[config.mk]
export PLATFORM = sky130hd
export DESIGN_NAME = adc_prio_ctrl
export DESIGN_NICKNAME = d
export VERILOG_FILES = /design/src/hdl/adc_prio_pkg.sv /design/src/hdl/adc_mon_cmp.sv /design/src/hdl/adc_irq_stat.sv /design/src/hdl/adc_prio_ctrl.sv
export SDC_FILE = /design/constraint.sdc
export NUM_CORES = 1
export LEC_CHECK = 0
export BUFFER_PORTS_ARGS = -buffer_cell sky130_fd_sc_hd__buf_2
export CORE_ASPECT_RATIO = 0.8
export CORE_MARGIN = 2
export CORE_UTILIZATION = 44
export CTS_CLUSTER_SIZE = 10
export DETAILED_ROUTE_END_ITERATION = 8
export PLACE_DENSITY = 0.89
export RECOVER_POWER = 50
export SLEW_MARGIN = 20
export SYNTH_ARGS = -nofsm -noshare
export SYNTH_HDL_FRONTEND = slang
export SYNTH_SLANG_ARGS = --single-unit
[constraint.sdc]
create_clock -name ref_clk -period 3.7 [get_ports ref_clk]
set_input_delay 0.185 -clock ref_clk [delete_from_list [all_inputs] [get_ports ref_clk]]
set_output_delay 0.185 -clock ref_clk [all_outputs]
set_load 0.02 [all_outputs]
[src/hdl/adc_prio_pkg.sv]
// constants for the top-priority conversion and result-monitor control block
// assumes a 32-bit classic wishbone master and an analog core on ref_clk
package adc_prio_pkg;

  // register byte addresses; each register's data sits in the low bits of the bus word
  localparam logic [31:0] PRIO_CTRL_IDX = 32'hFFFFF316;
  localparam logic [31:0] MON_CTRL_IDX  = 32'hFFFFF317;
  localparam logic [31:0] TRIG_CTRL_IDX = 32'hFFFFF318;
  localparam logic [31:0] MON_CMP_IDX   = 32'hFFFFF319;
  localparam logic [31:0] IRQ_STAT_IDX  = 32'hFFFFF31A;
  localparam logic [31:0] IRQ_MASK_IDX  = 32'hFFFFF31B;

  // priority_conversion_control fields
  localparam int unsigned PC_DONE_BIT  = 7;
  localparam int unsigned PC_BUSY_BIT  = 6;
  localparam int unsigned PC_START_BIT = 5;
  localparam int unsigned CHAN_W       = 5;
  localparam logic [4:0]  CHAN_MAX     = 5'h17;

  // result_monitor_control fields
  localparam int unsigned MC_SPARE_BIT = 7;
  localparam int unsigned MC_DIR_BIT   = 5;
  localparam int unsigned MC_SEL_LSB   = 1;
  localparam int unsigned MC_SEL_W     = 4;
  localparam int unsigned MC_EN_BIT    = 0;

  // trigger control fields
  localparam int unsigned TRG_SRC_BIT  = 7;
  localparam int unsigned TRG_EN_BIT   = 6;

  // interrupt status / mask layout
  localparam int unsigned IRQ_W        = 2;
  localparam int unsigned IRQ_DONE_BIT = 0;
  localparam int unsigned IRQ_MON_BIT  = 1;

  // result sizes
  localparam int unsigned RESULT_W     = 10;
  localparam int unsigned NUM_RESULTS  = 9;
  localparam int unsigned PRIO_RES_SEL = 8;

  // reset values
  localparam logic [7:0]          CTRL_RST = 8'h00;
  localparam logic [RESULT_W-1:0] CMP_RST  = 10'h000;

  function automatic logic idx_hit(input logic [31:0] adr, input logic [31:0] idx);
    idx_hit = (adr == idx);
  endfunction : idx_hit

endpackage : adc_prio_pkg

[src/hdl/adc_mon_cmp.sv]
// result-monitor compare: picks one result register and compares it
// assumes result values are stable ref_clk registers of the analog core
`timescale 1ns/1ps
`default_nettype none
module adc_mon_cmp #(
  parameter int unsigned WIDTH = adc_prio_pkg::RESULT_W
) (
  // result registers, normal 0..7 then priority
  input  wire logic [WIDTH-1:0] result_value [adc_prio_pkg::NUM_RESULTS],
  // settings
  input  wire logic [3:0]       sel,
  input  wire logic             direction,
  input  wire logic             enable,
  input  wire logic [WIDTH-1:0] cmp_value,
  // compare outcome
  output logic                  hit
);
  initial begin
    if (WIDTH < 1 || WIDTH > 16) $error("adc_mon_cmp: WIDTH out of range");
  end

  logic [WIDTH-1:0] picked;

  always_comb begin
    if (sel[3]) begin
      picked = result_value[adc_prio_pkg::PRIO_RES_SEL];
    end else begin
      picked = result_value[sel[2:0]];
    end
    if (!enable) begin
      hit = 1'b0;
    end else if (direction) begin
      hit = picked > cmp_value;
    end else begin
      hit = picked < cmp_value;
    end
  end
endmodule : adc_mon_cmp
`default_nettype wire

[src/hdl/adc_irq_stat.sv]
// sticky interrupt status with write-one-to-clear, mask and one level output
// assumes event pulses and write strobes on ref_clk
`timescale 1ns/1ps
`default_nettype none
module adc_irq_stat #(
  parameter int unsigned W = adc_prio_pkg::IRQ_W
) (
  // clock and reset
  input  wire logic         ref_clk,
  input  wire logic         rst_b,
  // events and software access
  input  wire logic [W-1:0] event_set,
  input  wire logic         stat_wr,
  input  wire logic         mask_wr,
  input  wire logic [W-1:0] wr_data,
  // state
  output logic      [W-1:0] status_reg,
  output logic      [W-1:0] mask_reg,
  output logic              irq
);
  initial begin
    if (W < 1 || W > 8) $error("adc_irq_stat: W out of range");
  end

  // a new event outranks a clear in the same cycle
  always_ff @(posedge ref_clk or negedge rst_b) begin
    if (!rst_b) begin
      status_reg <= '0;
    end else begin
      status_reg <= (status_reg & ~(stat_wr ? wr_data : '0)) | event_set;
    end
  end

  always_ff @(posedge ref_clk or negedge rst_b) begin
    if (!rst_b) begin
      mask_reg <= '0;
    end else if (mask_wr) begin
      mask_reg <= wr_data;
    end
  end

  assign irq = |(status_reg & mask_reg);
endmodule : adc_irq_stat
`default_nettype wire

[src/hdl/adc_prio_ctrl.sv]
// top-priority conversion and result-monitor control, wishbone slave
// assumes classic wishbone on ref_clk (10 MHz), analog core and timers on
// the same clock, result values held stable by the core between updates
//
// Decided for this implementation: the Wishbone slave port.
`timescale 1ns/1ps
`default_nettype none
module adc_prio_ctrl #(
  parameter int unsigned RES_W = adc_prio_pkg::RESULT_W
) (
  // clock and reset
  input  wire logic             ref_clk,
  input  wire logic             rst_b,
  // wishbone slave
  input  wire logic             wb_cyc_i,
  input  wire logic             wb_stb_i,
  input  wire logic             wb_we_i,
  input  wire logic [31:0]      wb_adr_i,
  input  wire logic [3:0]       wb_sel_i,
  input  wire logic [31:0]      wb_dat_i,
  output logic      [31:0]      wb_dat_o,
  output logic                  wb_ack_o,
  // timer match events
  input  wire logic             timer_match_0,
  input  wire logic             timer_match_1,
  // analog core
  output logic                  conv_start,
  output logic      [4:0]       conv_channel,
  input  wire logic             conv_done,
  input  wire logic [RES_W-1:0] result_value [adc_prio_pkg::NUM_RESULTS],
  // interrupt
  output logic                  irq
);
  initial begin
    if (RES_W < 1 || RES_W > 16) $error("adc_prio_ctrl: RES_W out of range");
  end

  ////////////////////////////////////////////////////////////////////////////

  logic             ack_reg;
  logic [31:0]      rdata_reg;
  logic [4:0]       chan_reg;
  logic             busy_reg;
  logic             done_reg;
  logic [7:0]       mon_ctrl_reg;
  logic [7:0]       trig_ctrl_reg;
  logic [RES_W-1:0] cmp_reg;
  logic             mon_hit_reg;
  logic             start_pulse_reg;
  logic [4:0]       conv_chan_reg;
  logic [adc_prio_pkg::IRQ_W-1:0] irq_status;
  logic [adc_prio_pkg::IRQ_W-1:0] irq_mask;
  logic [adc_prio_pkg::IRQ_W-1:0] irq_events;

  logic req;
  logic wr0;
  logic wr1;
  logic rd;
  logic hit_pc;
  logic hit_mc;
  logic hit_trg;
  logic hit_cmp;
  logic hit_ist;
  logic hit_imsk;
  logic sw_start;
  logic hw_start;
  logic start_ok;
  logic mon_hit;
  logic [31:0] rdata_next;

  // request seen once per transfer; ack drops the cycle after it is given
  assign req      = wb_cyc_i & wb_stb_i & ~ack_reg;
  assign wr0      = req & wb_we_i & wb_sel_i[0];
  assign wr1      = req & wb_we_i & wb_sel_i[1];
  assign rd       = req & ~wb_we_i;
  assign hit_pc   = adc_prio_pkg::idx_hit(wb_adr_i, adc_prio_pkg::PRIO_CTRL_IDX);
  assign hit_mc   = adc_prio_pkg::idx_hit(wb_adr_i, adc_prio_pkg::MON_CTRL_IDX);
  assign hit_trg  = adc_prio_pkg::idx_hit(wb_adr_i, adc_prio_pkg::TRIG_CTRL_IDX);
  assign hit_cmp  = adc_prio_pkg::idx_hit(wb_adr_i, adc_prio_pkg::MON_CMP_IDX);
  assign hit_ist  = adc_prio_pkg::idx_hit(wb_adr_i, adc_prio_pkg::IRQ_STAT_IDX);
  assign hit_imsk = adc_prio_pkg::idx_hit(wb_adr_i, adc_prio_pkg::IRQ_MASK_IDX);

  ////////////////////////////////////////////////////////////////////////////
  // launch

  assign sw_start = wr0 & hit_pc & wb_dat_i[adc_prio_pkg::PC_START_BIT];
  assign hw_start = trig_ctrl_reg[adc_prio_pkg::TRG_EN_BIT]
                  & (trig_ctrl_reg[adc_prio_pkg::TRG_SRC_BIT] ? timer_match_1
                                                               : timer_match_0);
  // requests while busy or on an unused channel code are dropped
  assign start_ok = (sw_start | hw_start) & ~busy_reg
                  & (chan_reg <= adc_prio_pkg::CHAN_MAX);

  always_ff @(posedge ref_clk or negedge rst_b) begin
    if (!rst_b) begin
      chan_reg <= 5'h00;
    end else if (wr0 && hit_pc) begin
      chan_reg <= wb_dat_i[adc_prio_pkg::CHAN_W-1:0];
    end
  end

  // channel is sampled in the start cycle so a launch written together with a
  // new channel code uses the old one; software writes the code first
  always_ff @(posedge ref_clk or negedge rst_b) begin
    if (!rst_b) begin
      start_pulse_reg <= 1'b0;
      conv_chan_reg   <= 5'h00;
    end else begin
      start_pulse_reg <= start_ok;
      if (start_ok) begin
        conv_chan_reg <= chan_reg;
      end
    end
  end

  assign conv_start   = start_pulse_reg;
  assign conv_channel = conv_chan_reg;

  ////////////////////////////////////////////////////////////////////////////
  // busy and done flags

  always_ff @(posedge ref_clk or negedge rst_b) begin
    if (!rst_b) begin
      busy_reg <= 1'b0;
    end else if (start_ok) begin
      busy_reg <= 1'b1;
    end else if (conv_done) begin
      busy_reg <= 1'b0;
    end
  end

  // completion outranks the clear by a read or a new launch
  always_ff @(posedge ref_clk or negedge rst_b) begin
    if (!rst_b) begin
      done_reg <= 1'b0;
    end else if (conv_done && busy_reg) begin
      done_reg <= 1'b1;
    end else if (start_ok || (rd && hit_pc)) begin
      done_reg <= 1'b0;
    end
  end

  ////////////////////////////////////////////////////////////////////////////
  // monitor

  always_ff @(posedge ref_clk or negedge rst_b) begin
    if (!rst_b) begin
      mon_ctrl_reg <= adc_prio_pkg::CTRL_RST;
    end else if (wr0 && hit_mc) begin
      mon_ctrl_reg <= wb_dat_i[7:0] & 8'hBF;
    end
  end

  always_ff @(posedge ref_clk or negedge rst_b) begin
    if (!rst_b) begin
      trig_ctrl_reg <= adc_prio_pkg::CTRL_RST;
    end else if (wr0 && hit_trg) begin
      trig_ctrl_reg <= wb_dat_i[7:0] & 8'hC0;
    end
  end

  always_ff @(posedge ref_clk or negedge rst_b) begin
    if (!rst_b) begin
      cmp_reg <= adc_prio_pkg::CMP_RST;
    end else if (hit_cmp && (wr0 || wr1)) begin
      for (int i = 0; i < RES_W; i++) begin
        if (i < 8 ? wr0 : wr1) begin
          cmp_reg[i] <= wb_dat_i[i];
        end
      end
    end
  end

  adc_mon_cmp #(
    .WIDTH        (RES_W)
  ) u_mon_cmp (
    .result_value (result_value),
    .sel          (mon_ctrl_reg[adc_prio_pkg::MC_SEL_LSB +: adc_prio_pkg::MC_SEL_W]),
    .direction    (mon_ctrl_reg[adc_prio_pkg::MC_DIR_BIT]),
    .enable       (mon_ctrl_reg[adc_prio_pkg::MC_EN_BIT]),
    .cmp_value    (cmp_reg),
    .hit          (mon_hit)
  );

  // the event is the moment the condition becomes true, not the level,
  // so a clear does not refire while the result stays past the limit
  always_ff @(posedge ref_clk or negedge rst_b) begin
    if (!rst_b) begin
      mon_hit_reg <= 1'b0;
    end else begin
      mon_hit_reg <= mon_hit;
    end
  end

  ////////////////////////////////////////////////////////////////////////////
  // interrupts

  always_comb begin
    irq_events = '0;
    irq_events[adc_prio_pkg::IRQ_DONE_BIT] = conv_done & busy_reg;
    irq_events[adc_prio_pkg::IRQ_MON_BIT]  = mon_hit & ~mon_hit_reg;
  end

  adc_irq_stat #(
    .W          (adc_prio_pkg::IRQ_W)
  ) u_irq_stat (
    .ref_clk    (ref_clk),
    .rst_b      (rst_b),
    .event_set  (irq_events),
    .stat_wr    (wr0 & hit_ist),
    .mask_wr    (wr0 & hit_imsk),
    .wr_data    (wb_dat_i[adc_prio_pkg::IRQ_W-1:0]),
    .status_reg (irq_status),
    .mask_reg   (irq_mask),
    .irq        (irq)
  );

  ////////////////////////////////////////////////////////////////////////////
  // bus read and acknowledge

  always_comb begin
    rdata_next = 32'h0000_0000;
    if (hit_pc) begin
      rdata_next[adc_prio_pkg::PC_DONE_BIT] = done_reg;
      rdata_next[adc_prio_pkg::PC_BUSY_BIT] = busy_reg;
      rdata_next[adc_prio_pkg::CHAN_W-1:0]  = chan_reg;
    end else if (hit_mc) begin
      rdata_next[7:0] = mon_ctrl_reg;
    end else if (hit_trg) begin
      rdata_next[7:0] = trig_ctrl_reg;
    end else if (hit_cmp) begin
      rdata_next[RES_W-1:0] = cmp_reg;
    end else if (hit_ist) begin
      rdata_next[adc_prio_pkg::IRQ_W-1:0] = irq_status;
    end else if (hit_imsk) begin
      rdata_next[adc_prio_pkg::IRQ_W-1:0] = irq_mask;
    end
  end

  // unmapped addresses are acknowledged, read zero and ignore writes
  always_ff @(posedge ref_clk or negedge rst_b) begin
    if (!rst_b) begin
      ack_reg   <= 1'b0;
      rdata_reg <= 32'h0000_0000;
    end else begin
      ack_reg <= req;
      if (rd) begin
        rdata_reg <= rdata_next;
      end
    end
  end

  assign wb_ack_o = ack_reg;
  assign wb_dat_o = rdata_reg;
endmodule : adc_prio_ctrl
`default_nettype wire

==> impl_metrics.py, run 1 <==
metrics = {
    "timing": {
        "layout_min_cycle_time_ns": 3.19,
        "tns_ns": 0,
        "max_freq_ghz": 0.314,
        "slew_headroom_pct": -67.8,
        "hold_violations": 0,
        "fin_ws_ns": 0.512,
        "worst_slew_pin_slew_ns": 2.52,
        "setup_viol": 0,
        "rsz0062_at_grt": "no",
        "hold_ws_ns": 0.114,
        "period_share_pct": 86.2,
        "fin_worst_skew_ns": 0.00671,
        "slew_viol_final": 49,
    },
    "global_route": {
        "grtUsageMet1_pct": 27.9,
        "grt_max_degree": 49,
        "grt_pass1_wl_um": 13800,
        "top_usage_layer": "met2",
        "grt.overflow.total": 0,
        "grtUsageTotal_pct": 21.2,
        "grt_pass1_vias": 2958,
        "grt_antenna_before_repair": 1,
        "grt_use_met3_pct": 4.46,
        "met2_usage_pct": 37.0,
    },
    "placed_design": {
        "io_buffers": 159,
        "place_congestion": 0.857,
        "place_inst": 562,
        "dp_slack_ns": 0.517,
        "dp_hpwl_um": 7320,
    },
    "synthesis": {
        "mappedNetlistArea_mm2": 0.00338,
        "yosys-top-cells-count": "48 x dfrtp_1, 34 x mux2_2, 24 x nand2_1",
        "yosysWarnings": 0,
        "synth-seq-cells": 48,
        "avgSynthCellArea_um2": 10.8,
        "synth-seq-area-share_pct": 35.5,
        "netlist_instances": 314,
        "synthDistinctLibCells": 49,
        "synth_area_leaders": "dfrtp_1 36%, mux4_2 13%, mux2_2 11%",
        "yosysTopAreaCell": "dfrtp_1",
        "synthFlopType": "dfrtp_1",
        "synthArstFlopShare_pct": 100,
        "yosysMostFrequentCell": "dfrtp_1",
        "synth_top_area_share_pct": 35.5,
        "synth_edf_count": 0,
    },
    "clock_tree": {
        "cts_buffers": 5,
        "cts_sinks": 48,
        "clock_insertion_delay_worst_skew_ns": 0.30,
        "clk_path_buf_depth": 2,
        "cts_tree": "yes",
        "htree_levels": 2,
        "path_clk_slew_ns": 0.09,
        "clock-root-buffer": "clkbuf_8",
        "post_cts_buffers": 0,
    },
    "worst_hold_path": {
        "hold_path_class": "in -> reg",
    },
    "route": {
        "viasPerCell": 5.37,
        "routedWlPerCell_um": 15.9,
        "drc_errors": 0,
        "drt_first_pass_iters": 4,
        "drtIter0Drc": 153,
        "ant_nets": 0,
        "route.vias.total": 3065,
        "routed_wl_um": 9090,
    },
    "critical_path": {
        "worstSetupPathType": "reg -> reg",
        "cp-end-kind": "flop",
        "required_ns": 3.95,
        "cpMaxStageDelayCell": "dfrtp_1",
        "crit_chain": "mux4_2 > mux2i_1 > o21ai_0 > ha_1 > and3_1 > nand4_1 > o21a_1 > a2111oi_0 > or3b_2",
        "cp_num_buf_inv": 0,
        "crit_family": "flip-flops",
        "critPathLaunchType": "flop",
        "max_stage_delay_ns": 0.93,
        "arrival_ns": 3.44,
        "cp_max_fo": 22,
    },
    "pwr": {
        "ir_worst_vdd_v": 0.000155,
        "leakagePower_nw": 2.11,
        "power_density_mw_per_mm2": 247,
    },
    "floorplan": {
        "start_util_pct": 45.6,
        "die_area_mm2": 0.00841,
        "design.core.area_mm2": 0.00743,
        "pin_count": 206,
        "die-height_um": 82.4,
        "fp.dieW_um": 102,
        "num_rows": 28,
    },
    "status": {
        "status": "finished with violations",
        "violations": "max-capacitance violations, max-slew violations",
    },
    "final_layout": {
        "final_cells": 571,
        "final_util_pct": 57.4,
        "drive_gt1_share_pct": 47.5,
        "nNetsFinal": 641,
        "layout-area-overhead-vs-synth_pct": 26.0,
    },
    "run": {
        "maxCapViolCount": 1,
    },
}
[final timing paths]
kind	slack (ns)	depth (start not counted)	end	start
setup / recovery	0.51	9	u_irq_stat.status_reg[1]$_DFF_PN0_	mon_ctrl_reg[2]$_DFFE_PN0P_
hold / removal	0.11	2	cmp_reg[9]$_DFFE_PN0P_	wb_dat_i[9]
setup reg to reg	0.51	9	u_irq_stat.status_reg[1]$_DFF_PN0_	mon_ctrl_reg[2]$_DFFE_PN0P_
hold reg to reg	0.48	2	wb_dat_o[8]$_DFFE_PN0P_	wb_dat_o[8]$_DFFE_PN0P_
max in group asynchronous	1.07	2	wb_ack_o$_DFF_PN0_	rst_b
min in group asynchronous	1.20	2	chan_reg[3]$_DFFE_PN0P_	rst_b
[through the flow]
step	instance area (um^2)	power (mW)
global route	4260	1.11
detailed placement	4170	0.738
global placement	4170	0.731
floorplan	3460	0.650
finish	4260	1.05
CTS	4260	1.06
[worst register-to-register path, cell delays in order, from the launching register on]
cell       delay [ns]
dfrtp_1          0.93
mux4_2           0.43
mux2i_1          0.14
o21ai_0          0.11
ha_1             0.34
and3_1           0.19
nand4_1          0.14
o21a_1           0.25
a2111oi_0        0.41
or3b_2           0.19
[final cells by class]
| cell class | instances | area, um^2 |
|---|---|---|
| diodes | 1 | 2.50 |
| flip-flops and latches | 48 | 1200 |
| well taps | 105 | 131 |
| clock buffers | 6 | 82.6 |
| fillers | 666 | 3160 |
| clock inverters | 1 | 8.76 |
| multi-input cells | 231 | 1960 |
| inverters | 16 | 60.1 |
| repair buffers | 163 | 817 |
[what timing repair did]
action | 4_1_cts | 5_1_grt
hold buffers | 0 | 1
gates resized for setup | 0 | 0
endpoints found under the hold margin | 0 | 48
[layout by cell type, fill, tap and decap left out, types with 2 or more instances in the layout]
cell type,instances
buf_2,150
dfrtp_1,48
mux2_2,34
nand2_1,24
conb_1,22
o21ai_0,21
mux4_2,20
inv_1,16
nand4_1,11
mux2i_1,11
ha_1,10
a21oi_1,9
nand3_1,9
clkbuf_1,9
clkbuf_8,6
nor2_1,5
and3_1,4
nor2b_1,4
nand2b_1,4
o32ai_1,4
nand4b_1,3
a22oi_1,3
a31oi_1,3
buf_4,3
and3b_1,2
a22o_1,2
nand4_2,2
o311ai_0,2
[report_power, final]
part | switching, mW | internal, mW | total (mW)
sequential | 0.00411 | 0.531 | 0.535
clock | 0.175 | 0.149 | 0.324
combinational | 0.100 | 0.0929 | 0.193
total | 0.279 | 0.773 | 1.05
[cells by family after synthesis]
group	share of synthesized area [%]
and+or+nand+nor	13.2
muxes	27.9
AOI/OAI and AO/OA	10.8
buffers and inverters	8.88
DFF	35.5
adders and majority gates	3.70
other	0.111
[routing by layer]
layer	up-vias	routed length [um]
li1	1435	-
met1	1486	3630
met2	139	4750
met3	5	667
met4	0	36
met5	-	0
(Power assumes the default switching activity.)
==> inputs of run 2 (changes only) <==
--- a/config.mk
+++ b/config.mk
@@ -5,10 +5,11 @@
 export SDC_FILE = /design/constraint.sdc
 export NUM_CORES = 1
 export LEC_CHECK = 0
+export ABC_AREA = 1
 export BUFFER_PORTS_ARGS = -buffer_cell sky130_fd_sc_hd__buf_2
 export CORE_ASPECT_RATIO = 0.8
 export CORE_MARGIN = 2
-export CORE_UTILIZATION = 44
+export CORE_UTILIZATION = 46
 export CTS_CLUSTER_SIZE = 10
 export DETAILED_ROUTE_END_ITERATION = 8
 export PLACE_DENSITY = 0.89
==> impl_metrics.py, run 2 <==
metrics = {
    "status": {
        "status": "finished with violations",
        "violations": "max-capacitance violations, max-slew violations",
    },
    "synthesis": {
        "yosysWarnings": 0,
        "synth_top_family_by_area": "simple AND/OR/NAND/NOR gates",
        "netlist_instances": 557,
        "yosysTopAreaCell": "dfrtp_1",
        "synth-compound-area-share_pct": 16.9,
        "yosys.area_share.simple_pct": 33.3,
        "synth-seq-area-share_pct": 31.9,
        "synth_area_leaders": "dfrtp_1 32%, nand2_1 15%, nor2_1 8.8%",
        "yosysMostFrequentCell": "nand2_1",
        "synth-xor-area-share_pct": 0,
        "avgSynthCellArea_um2": 6.76,
        "synth_edf_count": 0,
        "synthArstFlopShare_pct": 100,
        "synthFlopType": "dfrtp_1",
        "synth_top_area_share_pct": 31.9,
        "synth.area.mux_share_pct": 1.86,
        "synthAdderAreaFrac_pct": 3.32,
        "synthDistinctLibCells": 33,
        "mappedNetlistArea_mm2": 0.00376,
        "synth-seq-cells": 48,
        "yosys-top-cells-count": "147 x nand2_1, 88 x nor2_1, 48 x dfrtp_1",
    },
    "clock_tree": {
        "cts_buffers": 5,
        "cts_tree": "yes",
        "htree_levels": 2,
        "cts-resized-gates": 0,
        "path_clk_slew_ns": 0.09,
        "cts_sinks": 48,
        "clk_path_buf_depth": 2,
        "clock-root-buffer": "clkbuf_8",
        "clock_insertion_delay_worst_skew_ns": 0.31,
    },
    "timing": {
        "rsz0062_at_grt": "no",
        "slew_viol_final": 49,
        "fin_worst_skew_ns": 0.00658,
        "hold_violations": 0,
        "setup_viol": 0,
        "layout_min_cycle_time_ns": 2.71,
        "worst_slew_pin_slew_ns": 2.50,
        "tns_ns": 0,
        "slew_headroom_pct": -66.5,
        "period_share_pct": 73.4,
        "max_freq_ghz": 0.368,
    },
    "final_layout": {
        "seq_area_mm2": 0.00120,
        "final_cell_mix": "150 x buf_2, 147 x nand2_1, 89 x nor2_1",
        "n_antenna_cell": 0,
        "final_util_pct": 58.0,
        "drive_gt1_share_pct": 28.3,
        "final_common_cell": "buf_2",
        "multi_input_area_mm2": 0.00217,
        "final_cells": 815,
        "layout-area-overhead-vs-synth_pct": 22.4,
        "nNetsFinal": 882,
        "fill_cells": 740,
    },
    "placed_design": {
        "place_inst": 806,
        "place_congestion": 0.898,
        "io_buffers": 159,
        "dp_hpwl_um": 8900,
    },
    "critical_path": {
        "cpMaxStageDelayCell": "dfrtp_1",
        "crit_family": "flip-flops",
        "cp_max_fo": 33,
        "cp_common_cell": "nand2_1",
        "crit_chain": "buf_4 > nor2_1 > o21ai_0 > o21ai_0 > o211ai_1 > nand2_1 > ha_1 > nand2_1 > nor2_1 > o211ai_1 > nand3_1 > nand2_1 > nand4_1 > nand2_1",
        "cp-end-kind": "flop",
        "cp_num_buf_inv": 1,
        "critPathLaunchType": "flop",
        "arrival_ns": 2.92,
        "max_stage_delay_ns": 0.89,
        "worstSetupPathType": "reg -> reg",
        "required_ns": 3.91,
    },
    "pwr": {
        "clkPwrFrac_pct": 31.6,
        "power_frac_comb_pct": 17.1,
        "swShare_pct": 27.1,
        "p_total_mw": 1.03,
        "ir_worst_vdd_v": 0.000216,
        "p_switching_mw": 0.279,
        "seqPwrFrac_pct": 51.3,
        "leakagePower_nw": 2.41,
        "power_density_mw_per_mm2": 224,
        "p_int_mw": 0.752,
    },
    "global_route": {
        "grt_pass1_wl_um": 17600,
        "grt_max_degree": 49,
        "grt_antenna_before_repair": 0,
        "grt_pass1_vias": 4018,
        "grt.overflow.total": 0,
        "grtUsageTotal_pct": 24.2,
    },
    "run": {
        "maxCapViolCount": 1,
    },
    "worst_hold_path": {
        "hold_path_class": "in -> reg",
    },
    "floorplan": {
        "fp.dieW_um": 105,
        "die_area_mm2": 0.00893,
        "pin_count": 206,
        "start_util_pct": 47.4,
        "num_rows": 29,
        "design.core.area_mm2": 0.00795,
        "die-height_um": 84.9,
    },
    "route": {
        "ant_nets": 0,
        "drc_errors": 0,
        "drtIter0Drc": 360,
        "routedWlPerCell_um": 13.5,
        "drt_first_pass_iters": 5,
        "viasPerCell": 5.17,
        "routed_wl_um": 11000,
        "route.vias.total": 4215,
    },
}
## run 2: cell count changes after synthesis, sizes merged, moves of 15 or more
| cell | before | now |
|---|---|---|
| nor2 | 6 | 94 |
| nand2 | 24 | 155 |
| mux2 | 34 | 0 |
| mux4 | 20 | 0 |
| inv | 16 | 53 |
| o21ai | 22 | 67 |
| o211ai | 1 | 16 |
| nand3 | 9 | 35 |
## run 2: layout make-up
class,instances,share of cell area [%]
multi-input combinational,435,47.0
sequential,48,26.1
timing repair buffer,162,17.6
inverter,54,4.40
tap,108,2.93
clock buffer,6,1.79
clock inverter,2,0.217
## run 2: what timing repair did
| item | CTS | global route |
|---|---|---|
| buffers inserted | 0 | 0 |
| endpoints found under the hold margin | 0 | 48 |
| hold buffers | 0 | 1 |
## run 2: cell families after synthesis
family | Yosys count
buffers and inverters | 95
multiplexers | 7
other | 1
AND/OR/NAND/NOR | 296
flip-flops | 48
adder cells (fa/ha/maj) | 10
AO/OA/AOI/OAI | 100
## run 2: worst paths after layout
kind | start | endpoint | slack (ns) | cells past startpoint
min | conv_done | busy_reg$_DFFE_PN0P_ | 0.07 | 2
min in group asynchronous | rst_b | wb_dat_o[0]$_DFFE_PN0P_ | 1.19 | 2
min reg2reg | wb_ack_o$_DFF_PN0_ | wb_ack_o$_DFF_PN0_ | 0.48 | 1
max reg2reg | mon_ctrl_reg[2]$_DFFE_PN0P_ | u_irq_stat.status_reg[1]$_DFF_PN0_ | 0.99 | 14
max in group asynchronous | rst_b | chan_reg[2]$_DFFE_PN0P_ | 1.11 | 2
max | mon_ctrl_reg[2]$_DFFE_PN0P_ | u_irq_stat.status_reg[1]$_DFF_PN0_ | 0.99 | 14
## run 2: metrics by stage
step                setup slack, ns  hold WS (ns)  area (um^2)
floorplan                      1.64        -0.111         3840
global placement               1.08         0.372         4520
detailed placement             1.02         0.392         4520
CTS                            1.02        0.0622         4610
global route                  0.553        0.0605         4610
finish                        0.986        0.0684         4610
## run 2: power groups by stage
stage / clock network (mW) / logic [mW] / registers [mW]
2_1_floorplan: 0 / 0.0905 / 0.540
3_3_place_gp: 0 / 0.169 / 0.539
3_5_place_dp: 0 / 0.175 / 0.539
4_1_cts: 0.332 / 0.176 / 0.529
5_1_grt: 0.354 / 0.198 / 0.529
6_report: 0.326 / 0.177 / 0.529
## run 2: layer usage
| metal | global-route usage, % | part of all wire, % |
|---|---|---|
| met5 | 0 | 0 |
| met4 | 6.79 | 2.0 |
| met3 | 5.07 | 7.7 |
| met2 | 44.5 | 49 |
| met1 | 28.8 | 41 |
